==> config.mk <==
export PLATFORM = sky130hd
export DESIGN_NAME = acctr_readout_top
export DESIGN_NICKNAME = d
export VERILOG_FILES = /design/src/acctr_pkg.sv /design/src/acctr_irq_bank.sv /design/src/acctr_readout_top.sv /design/src/acctr_time_base.sv
export SDC_FILE = /design/constraint.sdc
export NUM_CORES = 1
export LEC_CHECK = 0
export BUFFER_PORTS_ARGS = -buffer_cell sky130_fd_sc_hd__buf_2
export CORE_MARGIN = 3
export CORE_UTILIZATION = 43
export DETAILED_ROUTE_END_ITERATION = 6
export GPL_TIMING_DRIVEN = 0
export PLACE_DENSITY = 0.66
export SYNTH_ARGS = -nofsm -noshare
export SYNTH_HDL_FRONTEND = slang
export SYNTH_HIERARCHICAL = 1
export SYNTH_SLANG_ARGS = --single-unit
export TNS_END_PERCENT = 50
==> constraint.sdc <==
create_clock -name i_clk -period 7.2 [get_ports i_clk]
set_input_delay 1.44 -clock i_clk [delete_from_list [all_inputs] [get_ports i_clk]]
set_output_delay 1.44 -clock i_clk [all_outputs]
set_load 0.01 [all_outputs]
==> src/acctr_pkg.sv <==
/*
  Shared constants, carrier types and decode functions for the acceleration
  and sensor time readout block.
  Assumes a 250 MHz system clock and a 32-bit AXI4-Lite register master.
*/
`default_nettype none

package acctr_pkg;

  // ----------------------------------------------------------------------
  // Widths
  // ----------------------------------------------------------------------
  localparam int ACCTR_ADDR_W = 8;
  localparam int ACCTR_DATA_W = 32;
  localparam int ACCTR_IDX_W = 6;
  localparam int ACCTR_SAMPLE_W = 12;
  localparam int ACCTR_TIME_W = 24;
  localparam int ACCTR_PRESCALE_W = 14;
  localparam int ACCTR_IRQ_W = 3;

  // ----------------------------------------------------------------------
  // Register indices (byte address is four times the index)
  // ----------------------------------------------------------------------
  localparam logic [5:0] ACCTR_IDX_ACCEL_X_LOW = 6'h12;
  localparam logic [5:0] ACCTR_IDX_ACCEL_X_HIGH = 6'h13;
  localparam logic [5:0] ACCTR_IDX_ACCEL_Y_LOW = 6'h14;
  localparam logic [5:0] ACCTR_IDX_ACCEL_Y_HIGH = 6'h15;
  localparam logic [5:0] ACCTR_IDX_ACCEL_Z_LOW = 6'h16;
  localparam logic [5:0] ACCTR_IDX_ACCEL_Z_HIGH = 6'h17;
  localparam logic [5:0] ACCTR_IDX_TIME_BYTE0 = 6'h18;
  localparam logic [5:0] ACCTR_IDX_TIME_BYTE1 = 6'h19;
  localparam logic [5:0] ACCTR_IDX_TIME_BYTE2 = 6'h1a;
  localparam logic [5:0] ACCTR_IDX_RESET_EVENT = 6'h1b;
  localparam logic [5:0] ACCTR_IDX_CTRL = 6'h30;
  localparam logic [5:0] ACCTR_IDX_IRQ_STATUS = 6'h31;
  localparam logic [5:0] ACCTR_IDX_IRQ_MASK = 6'h32;
  localparam logic [5:0] ACCTR_IDX_SENSOR_STATUS = 6'h33;

  // ----------------------------------------------------------------------
  // Field positions and reset values
  // ----------------------------------------------------------------------
  localparam int ACCTR_POR_BIT = 0;
  localparam int ACCTR_SOFT_RESET_BIT = 0;
  localparam int ACCTR_DRDY_BIT = 0;
  localparam int ACCTR_EV_DRDY = 0;
  localparam int ACCTR_EV_POR = 1;
  localparam int ACCTR_EV_WRAP = 2;
  localparam logic [7:0] ACCTR_EVENT_RST = 8'h01;
  localparam logic [7:0] ACCTR_DATA_RST = 8'h00;
  localparam logic [2:0] ACCTR_IRQ_RST = 3'h0;
  localparam logic [1:0] ACCTR_RESP_OKAY = 2'h0;
  localparam logic [1:0] ACCTR_RESP_DECERR = 2'h3;

  // ----------------------------------------------------------------------
  // Timing
  // ----------------------------------------------------------------------
  // One time count is 39.0625 us; bit 8 then weighs 10 ms and bit 16 2.56 s.
  localparam real ACCTR_TICK_US = 39.0625;
  localparam real ACCTR_CLK_MHZ = 250.0;
  localparam int ACCTR_TICK_CYCLES = int'($floor(ACCTR_TICK_US * ACCTR_CLK_MHZ));

  // ----------------------------------------------------------------------
  // Carriers
  // ----------------------------------------------------------------------
  typedef struct packed {
    logic [11:0] x;
    logic [11:0] y;
    logic [11:0] z;
  } acctr_sample_t;

  typedef struct packed {
    logic awvalid;
    logic [7:0] awaddr;
    logic wvalid;
    logic [31:0] wdata;
    logic [3:0] wstrb;
    logic bready;
    logic arvalid;
    logic [7:0] araddr;
    logic rready;
  } acctr_axil_req_t;

  typedef struct packed {
    logic awready;
    logic wready;
    logic bvalid;
    logic [1:0] bresp;
    logic arready;
    logic rvalid;
    logic [31:0] rdata;
    logic [1:0] rresp;
  } acctr_axil_rsp_t;

  // ----------------------------------------------------------------------
  // Decode helpers
  // ----------------------------------------------------------------------
  function automatic logic [5:0] acctr_index(input logic [7:0] addr);
    return addr[7:2];
  endfunction

  function automatic logic acctr_is_mapped(input logic [5:0] idx);
    return ((idx >= ACCTR_IDX_ACCEL_X_LOW) && (idx <= ACCTR_IDX_RESET_EVENT)) ||
           ((idx >= ACCTR_IDX_CTRL) && (idx <= ACCTR_IDX_SENSOR_STATUS));
  endfunction

  function automatic logic [7:0] acctr_low_byte(input logic [11:0] s);
    return {s[3:0], 4'h0};
  endfunction

  function automatic logic [7:0] acctr_high_byte(input logic [11:0] s);
    return s[11:4];
  endfunction

endpackage

`default_nettype wire

==> src/acctr_irq_bank.sv <==
/*
  Sticky interrupt status with write-one-to-clear, a mask and one level output.
  Assumes event pulses and write strobes on the system clock.
*/
`timescale 1ns/10ps
`default_nettype none

module acctr_irq_bank (
  input wire logic i_clk,
  input wire logic i_resetn,
  input wire logic i_ce,
  input wire logic [2:0] i_events,
  input wire logic i_wr_status,
  input wire logic i_wr_mask,
  input wire logic [2:0] i_wdata,
  output logic [2:0] o_status,
  output logic [2:0] o_mask,
  output logic o_irq
);
  import acctr_pkg::*;

  typedef struct packed {
    logic [2:0] status;
    logic [2:0] mask;
    logic irq;
  } acctr_irq_state_t;

  acctr_irq_state_t q;
  acctr_irq_state_t d;

  always_comb
  begin
    d = q;
    // A new event in the clearing cycle survives the clear.
    d.status = (q.status & ~(i_wr_status ? i_wdata : 3'h0)) | i_events;
    if (i_wr_mask)
    begin
      d.mask = i_wdata;
    end
    d.irq = |(d.status & d.mask);
  end

  always_ff @(posedge i_clk or negedge i_resetn)
  begin
    if (!i_resetn)
    begin
      q <= '0;
    end
    else if (i_ce)
    begin
      q <= d;
    end
  end

  assign o_status = q.status;
  assign o_mask = q.mask;
  assign o_irq = q.irq;

endmodule

`default_nettype wire

==> src/acctr_readout_top.sv <==
/*
  Register view of a triaxial acceleration sample, a sensor time counter and a
  reset-detected flag, reached over an AXI4-Lite slave.
  Assumes samples arrive from front-end logic on the same clock as a valid
  pulse, and that the AXI master keeps one write and one read in flight.
*/
`timescale 1ns/10ps
`default_nettype none

module acctr_readout_top #(
  parameter int TICK_CYCLES = acctr_pkg::ACCTR_TICK_CYCLES
) (
  input wire logic i_clk,
  input wire logic i_resetn,
  input wire logic i_ce,
  input wire acctr_pkg::acctr_sample_t i_sample,
  input wire logic i_sample_valid,
  input wire acctr_pkg::acctr_axil_req_t i_axil,
  output var acctr_pkg::acctr_axil_rsp_t o_axil,
  output logic o_irq,
  output logic o_drdy
);
  import acctr_pkg::*;

  // ----------------------------------------------------------------------
  // Registered state
  // ----------------------------------------------------------------------
  typedef struct packed {
    logic aw_got;
    logic [7:0] aw_addr;
    logic w_got;
    logic [31:0] w_data;
    logic [3:0] w_strb;
    logic bvalid;
    logic [1:0] bresp;
    logic rvalid;
    logic [31:0] rdata;
    logic [1:0] rresp;
    acctr_sample_t sample;
    logic drdy;
    logic por;
  } acctr_top_state_t;

  acctr_top_state_t q;
  acctr_top_state_t d;

  // ----------------------------------------------------------------------
  // Strobes and decoded values
  // ----------------------------------------------------------------------
  logic aw_take;
  logic w_take;
  logic ar_take;
  logic wr_fire;
  logic [7:0] wr_addr;
  logic [31:0] wr_data;
  logic [3:0] wr_strb;
  logic [5:0] wr_idx;
  logic [5:0] rd_idx;
  logic soft_rst;
  logic irq_wr_status;
  logic irq_wr_mask;
  logic rd_accel;
  logic rd_event;
  logic [7:0] rd_byte;
  logic [23:0] time_count;
  logic time_wrap;
  logic [2:0] irq_status;
  logic [2:0] irq_mask;
  logic [2:0] irq_events;

  // ----------------------------------------------------------------------
  // Bus handshakes
  // ----------------------------------------------------------------------
  // Readies drop with the clock enable so no address or write data is accepted while frozen.
  // Each response stands in its register until the master's ready is seen high.
  always_comb
  begin
    o_axil = '0;
    o_axil.awready = i_ce & ~q.aw_got & ~q.bvalid;
    o_axil.wready = i_ce & ~q.w_got & ~q.bvalid;
    o_axil.arready = i_ce & ~q.rvalid;
    o_axil.bvalid = q.bvalid;
    o_axil.bresp = q.bresp;
    o_axil.rvalid = q.rvalid;
    o_axil.rdata = q.rdata;
    o_axil.rresp = q.rresp;
  end

  assign aw_take = i_axil.awvalid & o_axil.awready;
  assign w_take = i_axil.wvalid & o_axil.wready;
  assign ar_take = i_axil.arvalid & o_axil.arready;

  // Address and data may arrive in either order; the write acts once both are in.
  // The captured halves are released as the response is set up, so a new pair
  // is only accepted once the master has taken bvalid.
  assign wr_addr = q.aw_got ? q.aw_addr : i_axil.awaddr;
  assign wr_data = q.w_got ? q.w_data : i_axil.wdata;
  assign wr_strb = q.w_got ? q.w_strb : i_axil.wstrb;
  assign wr_fire = i_ce & ~q.bvalid & (q.aw_got | aw_take) & (q.w_got | w_take);
  assign wr_idx = acctr_index(wr_addr);
  assign rd_idx = acctr_index(i_axil.araddr);

  // ----------------------------------------------------------------------
  // Write decode
  // ----------------------------------------------------------------------
  always_comb
  begin
    soft_rst = 1'b0;
    irq_wr_status = 1'b0;
    irq_wr_mask = 1'b0;
    // Every field lives in byte lane 0; a write with that lane off changes nothing.
    if (wr_fire && wr_strb[0] && (wr_idx == ACCTR_IDX_CTRL))
    begin
      soft_rst = wr_data[ACCTR_SOFT_RESET_BIT];
    end
    else if (wr_fire && wr_strb[0] && (wr_idx == ACCTR_IDX_IRQ_STATUS))
    begin
      irq_wr_status = 1'b1;
    end
    else if (wr_fire && wr_strb[0] && (wr_idx == ACCTR_IDX_IRQ_MASK))
    begin
      irq_wr_mask = 1'b1;
    end
  end

  // ----------------------------------------------------------------------
  // Read decode
  // ----------------------------------------------------------------------
  always_comb
  begin
    // Unmapped and write-only indices read zero; only for unmapped ones does the
    // DECERR response tell the master that nothing answers, write-only ones answer OKAY.
    rd_byte = ACCTR_DATA_RST;
    if (rd_idx == ACCTR_IDX_ACCEL_X_LOW)
    begin
      rd_byte = acctr_low_byte(q.sample.x);
    end
    else if (rd_idx == ACCTR_IDX_ACCEL_X_HIGH)
    begin
      rd_byte = acctr_high_byte(q.sample.x);
    end
    else if (rd_idx == ACCTR_IDX_ACCEL_Y_LOW)
    begin
      rd_byte = acctr_low_byte(q.sample.y);
    end
    else if (rd_idx == ACCTR_IDX_ACCEL_Y_HIGH)
    begin
      rd_byte = acctr_high_byte(q.sample.y);
    end
    else if (rd_idx == ACCTR_IDX_ACCEL_Z_LOW)
    begin
      rd_byte = acctr_low_byte(q.sample.z);
    end
    else if (rd_idx == ACCTR_IDX_ACCEL_Z_HIGH)
    begin
      rd_byte = acctr_high_byte(q.sample.z);
    end
    // The time bytes are not frozen together, so reading all three can straddle
    // a carry; software wanting a coherent value reads the bytes twice.
    // time bytes
    else if (rd_idx == ACCTR_IDX_TIME_BYTE0)
    begin
      rd_byte = time_count[7:0];
    end
    else if (rd_idx == ACCTR_IDX_TIME_BYTE1)
    begin
      rd_byte = time_count[15:8];
    end
    else if (rd_idx == ACCTR_IDX_TIME_BYTE2)
    begin
      rd_byte = time_count[23:16];
    end
    else if (rd_idx == ACCTR_IDX_RESET_EVENT)
    begin
      rd_byte[ACCTR_POR_BIT] = q.por;
    end
    else if (rd_idx == ACCTR_IDX_IRQ_STATUS)
    begin
      rd_byte = {5'h0, irq_status};
    end
    else if (rd_idx == ACCTR_IDX_IRQ_MASK)
    begin
      rd_byte = {5'h0, irq_mask};
    end
    else if (rd_idx == ACCTR_IDX_SENSOR_STATUS)
    begin
      rd_byte[ACCTR_DRDY_BIT] = q.drdy;
    end
  end

  // ----------------------------------------------------------------------
  // Read side effects
  // ----------------------------------------------------------------------
  // Side effects act on the edge that accepts the read address, not on rvalid.
  // data register read
  assign rd_accel = ar_take && (rd_idx >= ACCTR_IDX_ACCEL_X_LOW) &&
                    (rd_idx <= ACCTR_IDX_ACCEL_Z_HIGH);
  assign rd_event = ar_take && (rd_idx == ACCTR_IDX_RESET_EVENT);

  // ----------------------------------------------------------------------
  // Next state
  // ----------------------------------------------------------------------
  always_comb
  begin
    d = q;
    if (aw_take)
    begin
      d.aw_got = 1'b1;
      d.aw_addr = i_axil.awaddr;
    end
    if (w_take)
    begin
      d.w_got = 1'b1;
      d.w_data = i_axil.wdata;
      d.w_strb = i_axil.wstrb;
    end
    if (wr_fire)
    begin
      d.aw_got = 1'b0;
      d.w_got = 1'b0;
      d.bvalid = 1'b1;
      // Read-only targets answer OKAY and simply drop the data.
      d.bresp = acctr_is_mapped(wr_idx) ? ACCTR_RESP_OKAY : ACCTR_RESP_DECERR;
    end
    else if (q.bvalid && i_axil.bready)
    begin
      d.bvalid = 1'b0;
    end
    if (ar_take)
    begin
      d.rvalid = 1'b1;
      d.rdata = {24'h0, rd_byte};
      d.rresp = acctr_is_mapped(rd_idx) ? ACCTR_RESP_OKAY : ACCTR_RESP_DECERR;
    end
    else if (q.rvalid && i_axil.rready)
    begin
      d.rvalid = 1'b0;
    end
    // A soft reset drops the held sample; a sample landing with it is kept.
    if (soft_rst)
    begin
      d.sample = '0;
    end
    if (i_sample_valid)
    begin
      d.sample = i_sample;
    end
    // A sample landing with a data read keeps the flag set, so a fresh sample is
    // never hidden behind a read of the one before it.
    // clear on data read
    if (rd_accel || soft_rst)
    begin
      d.drdy = 1'b0;
    end
    if (i_sample_valid)
    begin
      d.drdy = 1'b1;
    end
    if (rd_event)
    begin
      d.por = 1'b0;
    end
    // Ordered after the read clear so a soft reset in the same cycle wins.
    // set by soft reset
    if (soft_rst)
    begin
      d.por = 1'b1;
    end
  end

  // Reset leaves the bus idle and the sample zero, with the flag raised.
  // flag set at power-up
  always_ff @(posedge i_clk or negedge i_resetn)
  begin
    if (!i_resetn)
    begin
      q <= '0;
      q.por <= ACCTR_EVENT_RST[ACCTR_POR_BIT];
    end
    else if (i_ce)
    begin
      q <= d;
    end
  end

  // ----------------------------------------------------------------------
  // Sensor time and interrupts
  // ----------------------------------------------------------------------
  // counter instance
  acctr_time_base #(
    .TICK_CYCLES(TICK_CYCLES)
  ) u_time_base (
    .i_clk(i_clk),
    .i_resetn(i_resetn),
    .i_ce(i_ce),
    .i_clear(soft_rst),
    .o_count(time_count),
    .o_wrap(time_wrap)
  );

  // Interrupt status and mask survive a soft reset, so software still sees the
  // soft-reset event once it has happened.
  always_comb
  begin
    irq_events = '0;
    irq_events[ACCTR_EV_DRDY] = i_sample_valid;
    irq_events[ACCTR_EV_POR] = soft_rst;
    irq_events[ACCTR_EV_WRAP] = time_wrap;
  end

  acctr_irq_bank u_irq_bank (
    .i_clk(i_clk),
    .i_resetn(i_resetn),
    .i_ce(i_ce),
    .i_events(irq_events),
    .i_wr_status(irq_wr_status),
    .i_wr_mask(irq_wr_mask),
    .i_wdata(wr_data[2:0]),
    .o_status(irq_status),
    .o_mask(irq_mask),
    .o_irq(o_irq)
  );

  // ----------------------------------------------------------------------
  // Outputs
  // ----------------------------------------------------------------------
  assign o_drdy = q.drdy;

endmodule

`default_nettype wire

==> src/acctr_time_base.sv <==
/*
  Free-running sensor time counter with its tick prescaler.
  Assumes the system clock and a synchronous clear pulse from the owner.
*/
`timescale 1ns/10ps
`default_nettype none

module acctr_time_base #(
  parameter int TICK_CYCLES = acctr_pkg::ACCTR_TICK_CYCLES
) (
  input wire logic i_clk,
  input wire logic i_resetn,
  input wire logic i_ce,
  input wire logic i_clear,
  output logic [23:0] o_count,
  output logic o_wrap
);
  import acctr_pkg::*;

  typedef struct packed {
    logic [13:0] pre;
    logic [23:0] count;
    logic wrap;
  } acctr_tb_state_t;

  localparam logic [13:0] TICK_LAST = ACCTR_PRESCALE_W'(TICK_CYCLES - 1);

  acctr_tb_state_t q;
  acctr_tb_state_t d;

  // ----------------------------------------------------------------------
  // Next state
  // ----------------------------------------------------------------------
  always_comb
  begin
    d = q;
    d.wrap = 1'b0;
    if (i_clear)
    begin
      d.pre = '0;
      d.count = '0;
    end
    else if (q.pre == TICK_LAST)
    begin
      d.pre = '0;
      d.count = q.count + 24'h1;
      d.wrap = (q.count == 24'hffffff);
    end
    else
    begin
      d.pre = q.pre + 14'h1;
    end
  end

  always_ff @(posedge i_clk or negedge i_resetn)
  begin
    if (!i_resetn)
    begin
      q <= '0;
    end
    else if (i_ce)
    begin
      q <= d;
    end
  end

  assign o_count = q.count;
  assign o_wrap = q.wrap;

endmodule

`default_nettype wire
==> impl_metrics.py <==
metrics = {
    "routing": {
        "drt-initial-drc-count": 371,
        "routedWlPerCell_um": 16.35,
        "drc": 0,
        "vias": 5857,
        "avgViaCountPerCell": 5.589,
        "ant_nets": 0,
        "firstDrtPassIters": 5,
        "drt-total-wl_mm": 17.13,
    },
    "power_and_ir_drop": {
        "cellLeakagePower_uw": 0.003392,
        "switching_share_pct": 31.80,
        "seqPwrFrac_pct": 46.6,
        "power_switching_uw": 535.5,
        "ir_worst_vdd_mv": 0.1106,
        "pwr-share-clk_pct": 28.2,
        "p_comb_share_pct": 25.2,
        "p_per_area_mw_per_mm2": 219.0,
        "power.internal_uw": 1149,
    },
    "setup_path": {
        "max_stage_delay_ps": 620,
        "cp_top_family": "simple AND/OR/NAND/NOR gates",
        "crit_fanout": 10,
        "reg2reg_to": "u_time_base/o_count[19]",
        "worstReg2RegStart": "q[121]",
        "worstRegToRegCells": 12,
        "crit_type": "input pin to flop",
        "critPathArrivalTime_ps": 4740,
        "critical_path.cell_chain": "buf_2 > nand2b_2 > nor3_4 > nand3b_4 > nor3_1 > buf_2 > and2_0 > clkbuf_1 > a41oi_4 > buf_6 > nor4_1 > mux2i_1",
        "path_buf_inv": 4,
        "path_common_cell": "buf_2",
        "endpoint_kind": "flop",
        "rrSetupSlack_ps": 3440,
        "cpMaxStageDelayCell": "nor3_1",
        "required_ps": 7480,
        "start_kind": "input pin",
    },
    "sta": {
        "fin_crit_ps": 4464,
        "rsz0062_at_grt": "false",
        "final-hold-violation-count": 0,
        "setup_viol": 0,
        "post-route-period-util_pct": 62.00,
        "setup_tns_ps": 0,
        "worst_pin_slew_ps": 713.7,
        "slew_headroom_pct": 52.05,
        "fmax_mhz": 224.0,
        "maxSlewViolCount": 0,
        "skew_ps": 9.279,
    },
    "floorplanning": {
        "io_pins": 140,
        "rows": 44,
        "die_w_um": 130.6,
        "core_area_mm2": 0.01486,
        "die_h_um": 130.6,
        "die_area_mm2": 0.01705,
        "start_util_pct": 44.89,
    },
    "global_route": {
        "grt_pass1_wl_mm": 27.51,
        "overflow": 0,
        "antenna_found_initial": 0,
        "grtUsageTotal_pct": 20.36,
        "grt_max_degree": 61,
        "first_global_vias": 5418,
    },
    "clocking": {
        "htreeDepth": 3,
        "cts_buffers": 9,
        "cts_tree": "built",
        "clock_latency_ps": 360,
        "clockRootBuffer": "clkbuf_16",
        "ctsHoldBuffers": 0,
        "ctsResizeCount": 0,
        "cts_max_path_buffers": 2,
        "cts_setup_buffers": 0,
        "clk_pin_slew_ps": 70,
        "clock_sinks": 108,
    },
    "cells_and_area": {
        "finalNonFillerCells": 1048,
        "final_layout_size_suffix_gt1_share_pct": 25.00,
        "fin_nets": 959,
        "area_delta_synth_final_pct": 15.26,
        "antenna_cells": 0,
        "design_area_mm2": 0.007691,
        "fillers": 1425,
    },
    "synthesis": {
        "ys.flop_type": "dfrtp_1",
        "synth_edf_count": 0,
        "yosysTopAreaCell": "dfrtp_1",
        "synthTopCellsByArea": "dfrtp_1, buf_4, nor2_1",
        "synth.distinct_cells": 82,
        "ys_seq_elements": 108,
        "synth_top_area_share_pct": 40.13,
        "async_flop_share_pct": 100.0,
        "syn_area_mm2": 0.006673,
        "syn_area_per_cell_um2": 8.957,
        "ys_seq_area_share_pct": 40.52,
        "synth_cells": 745,
        "synth_warnings": 6,
    },
    "placement": {
        "dp_hpwl_mm": 12.70,
        "gp_congestion": 0.8864,
        "dpl_cell_area_mm2": 0.007415,
        "io_buffers": 79,
        "dp_cells": 1032,
    },
    "hold_path": {
        "hold_path_end": "q[0]",
        "min-delay-start": "q[0]",
        "hold_depth": 2,
        "min-delay-path-class": "flop to flop",
    },
    "flow_run": {
        "cap_violations": 0,
    },
    "run_status": {
        "status": "completed",
    },
}
cell families (layout without fill, tap and decap cells):
family / count (synthesis) / in the layout / synth area share, %
buffers and inverters: 117 / 213 / 10.74
and+or+nand+nor: 337 / 337 / 26.46
muxes: 40 / 40 / 6.713
AOI/OAI and AO/OA: 131 / 131 / 13.89
adders and majority gates: 3 / 3 / 0.5626
DFF: 108 / 108 / 40.52
xor gates and xnor gates: 8 / 8 / 1.050
other: 1 / 24 / 0.05620
metal layers:
metal | up-vias | track usage (%) | routed length, um
met5 | - | 0 | 0
met4 | 0 | 7.683 | 411
met3 | 31 | 3.415 | 952
met2 | 174 | 31.58 | 7733
met1 | 2802 | 28.69 | 8034
li1 | 2850 | - | -
worst register-to-register path: cells and delay by family, from the launching register on:
| kind | cells | cell delay (ps) |
|---|---|---|
| flip-flops | 1 | 380 |
| buffers and inverters | 4 | 1120 |
| multiplexers | 1 | 230 |
| AND/OR/NAND/NOR | 5 | 1670 |
| AO/OA/AOI/OAI | 2 | 280 |
layout by cell type, fill, tap and decap left out, drive strengths merged, types with 4 or more instances in the layout:
cell,count
nand3,21
a311oi,4
a22o,6
clkbuf,37
nand2b,9
nor3,49
and4,6
a41oi,6
and3,7
nand4,17
a211oi,7
o221ai,7
nor4,11
or3,4
inv,13
clkinvlp,5
xnor2,5
a22oi,7
buf,156
or4,6
mux2i,14
conb,24
mux2,25
a32oi,4
nor3b,4
o211ai,7
dfrtp,107
a21oi,30
nand3b,5
o31ai,8
o21ai,22
nor2b,7
and2,10
nand2,57
nor2,107
cell usage after synthesis, types with 4 or more instances:
| cell | n |
|---|---|
| a211oi_1 | 7 |
| a21oi_1 | 30 |
| a22o_1 | 6 |
| a22oi_1 | 7 |
| a311oi_1 | 4 |
| a32oi_1 | 4 |
| a41oi_1 | 5 |
| and2_1 | 8 |
| and3_1 | 6 |
| and4_1 | 4 |
| buf_2 | 8 |
| buf_4 | 63 |
| buf_6 | 4 |
| clkbuf_1 | 27 |
| dfrtp_1 | 107 |
| inv_1 | 12 |
| mux2_2 | 23 |
| mux2i_1 | 14 |
| nand2_1 | 57 |
| nand2b_1 | 8 |
| nand3_1 | 20 |
| nand3b_1 | 4 |
| nand4_1 | 17 |
| nor2_1 | 107 |
| nor2b_1 | 7 |
| nor3_1 | 48 |
| nor3b_1 | 4 |
| nor4_1 | 10 |
| o211ai_1 | 7 |
| o21ai_0 | 21 |
| o221ai_1 | 7 |
| o31ai_1 | 8 |
| or4_1 | 6 |
| xnor2_1 | 5 |
how the worst max path moves through the flow:
stage                     from                      end  slack (ps)  cells past startpoint
after floorplan           i_ce  u_time_base/o_count[19]        3480                     11
after global placement    i_ce  u_time_base/o_count[19]        2380                     12
after detailed placement  i_ce  u_time_base/o_count[19]        2420                     12
after CTS                 i_ce  u_time_base/o_count[19]        2800                     12
after global routing      i_ce  u_time_base/o_count[19]        2460                     12
final                     i_ce  u_time_base/o_count[19]        2740                     12
power by group through the flow:
stage / Clock, uW / Combinational (uW) / Sequential, uW
floorplan: 0 / 316 / 773
global placement: 0 / 417 / 794
detailed placement: 0 / 427 / 796
CTS: 487 / 430 / 784
global route: 503 / 479 / 798
finish: 474 / 425 / 785
flip-flops by register name (all words and copies together), names as in the netlist:
| signal | flops |
|---|---|
| q | 49 |
| u_time_base/o_count | 24 |
| u_time_base/q | 14 |
| o_axil | 12 |
| u_irq_bank/o_mask | 3 |
| u_irq_bank/o_status | 3 |
| o_drdy | 1 |
| u_irq_bank/o_irq | 1 |
| u_time_base/o_wrap | 1 |
through the flow:
step,worst slack (ps),hold WS [ps],util [%],total power [uW]
floorplan,3476,455.1,-,1089
global placement,2379,468.7,49.68,1211
detailed placement,2420,466.1,49.88,1222
CTS,2797,479.7,51.74,1701
global route,2462,503.2,51.74,1781
finish,2736,481.8,51.74,1684
cell type report:
cell class                      count  area, um2  area share [%]
Buffer                            104      668.1           8.687
Tap cell                          184      230.2           2.993
Timing Repair Buffer               80      425.4           5.531
Sequential cell                   108       2704           35.16
Clock inverter                      7      51.30          0.6670
Clock buffer                        9      225.2           2.928
Multi-Input combinational cell    543       3338           43.40
Inverter                           13      48.80          0.6345
No activity file was read; power rests on OpenSTA's default activity.
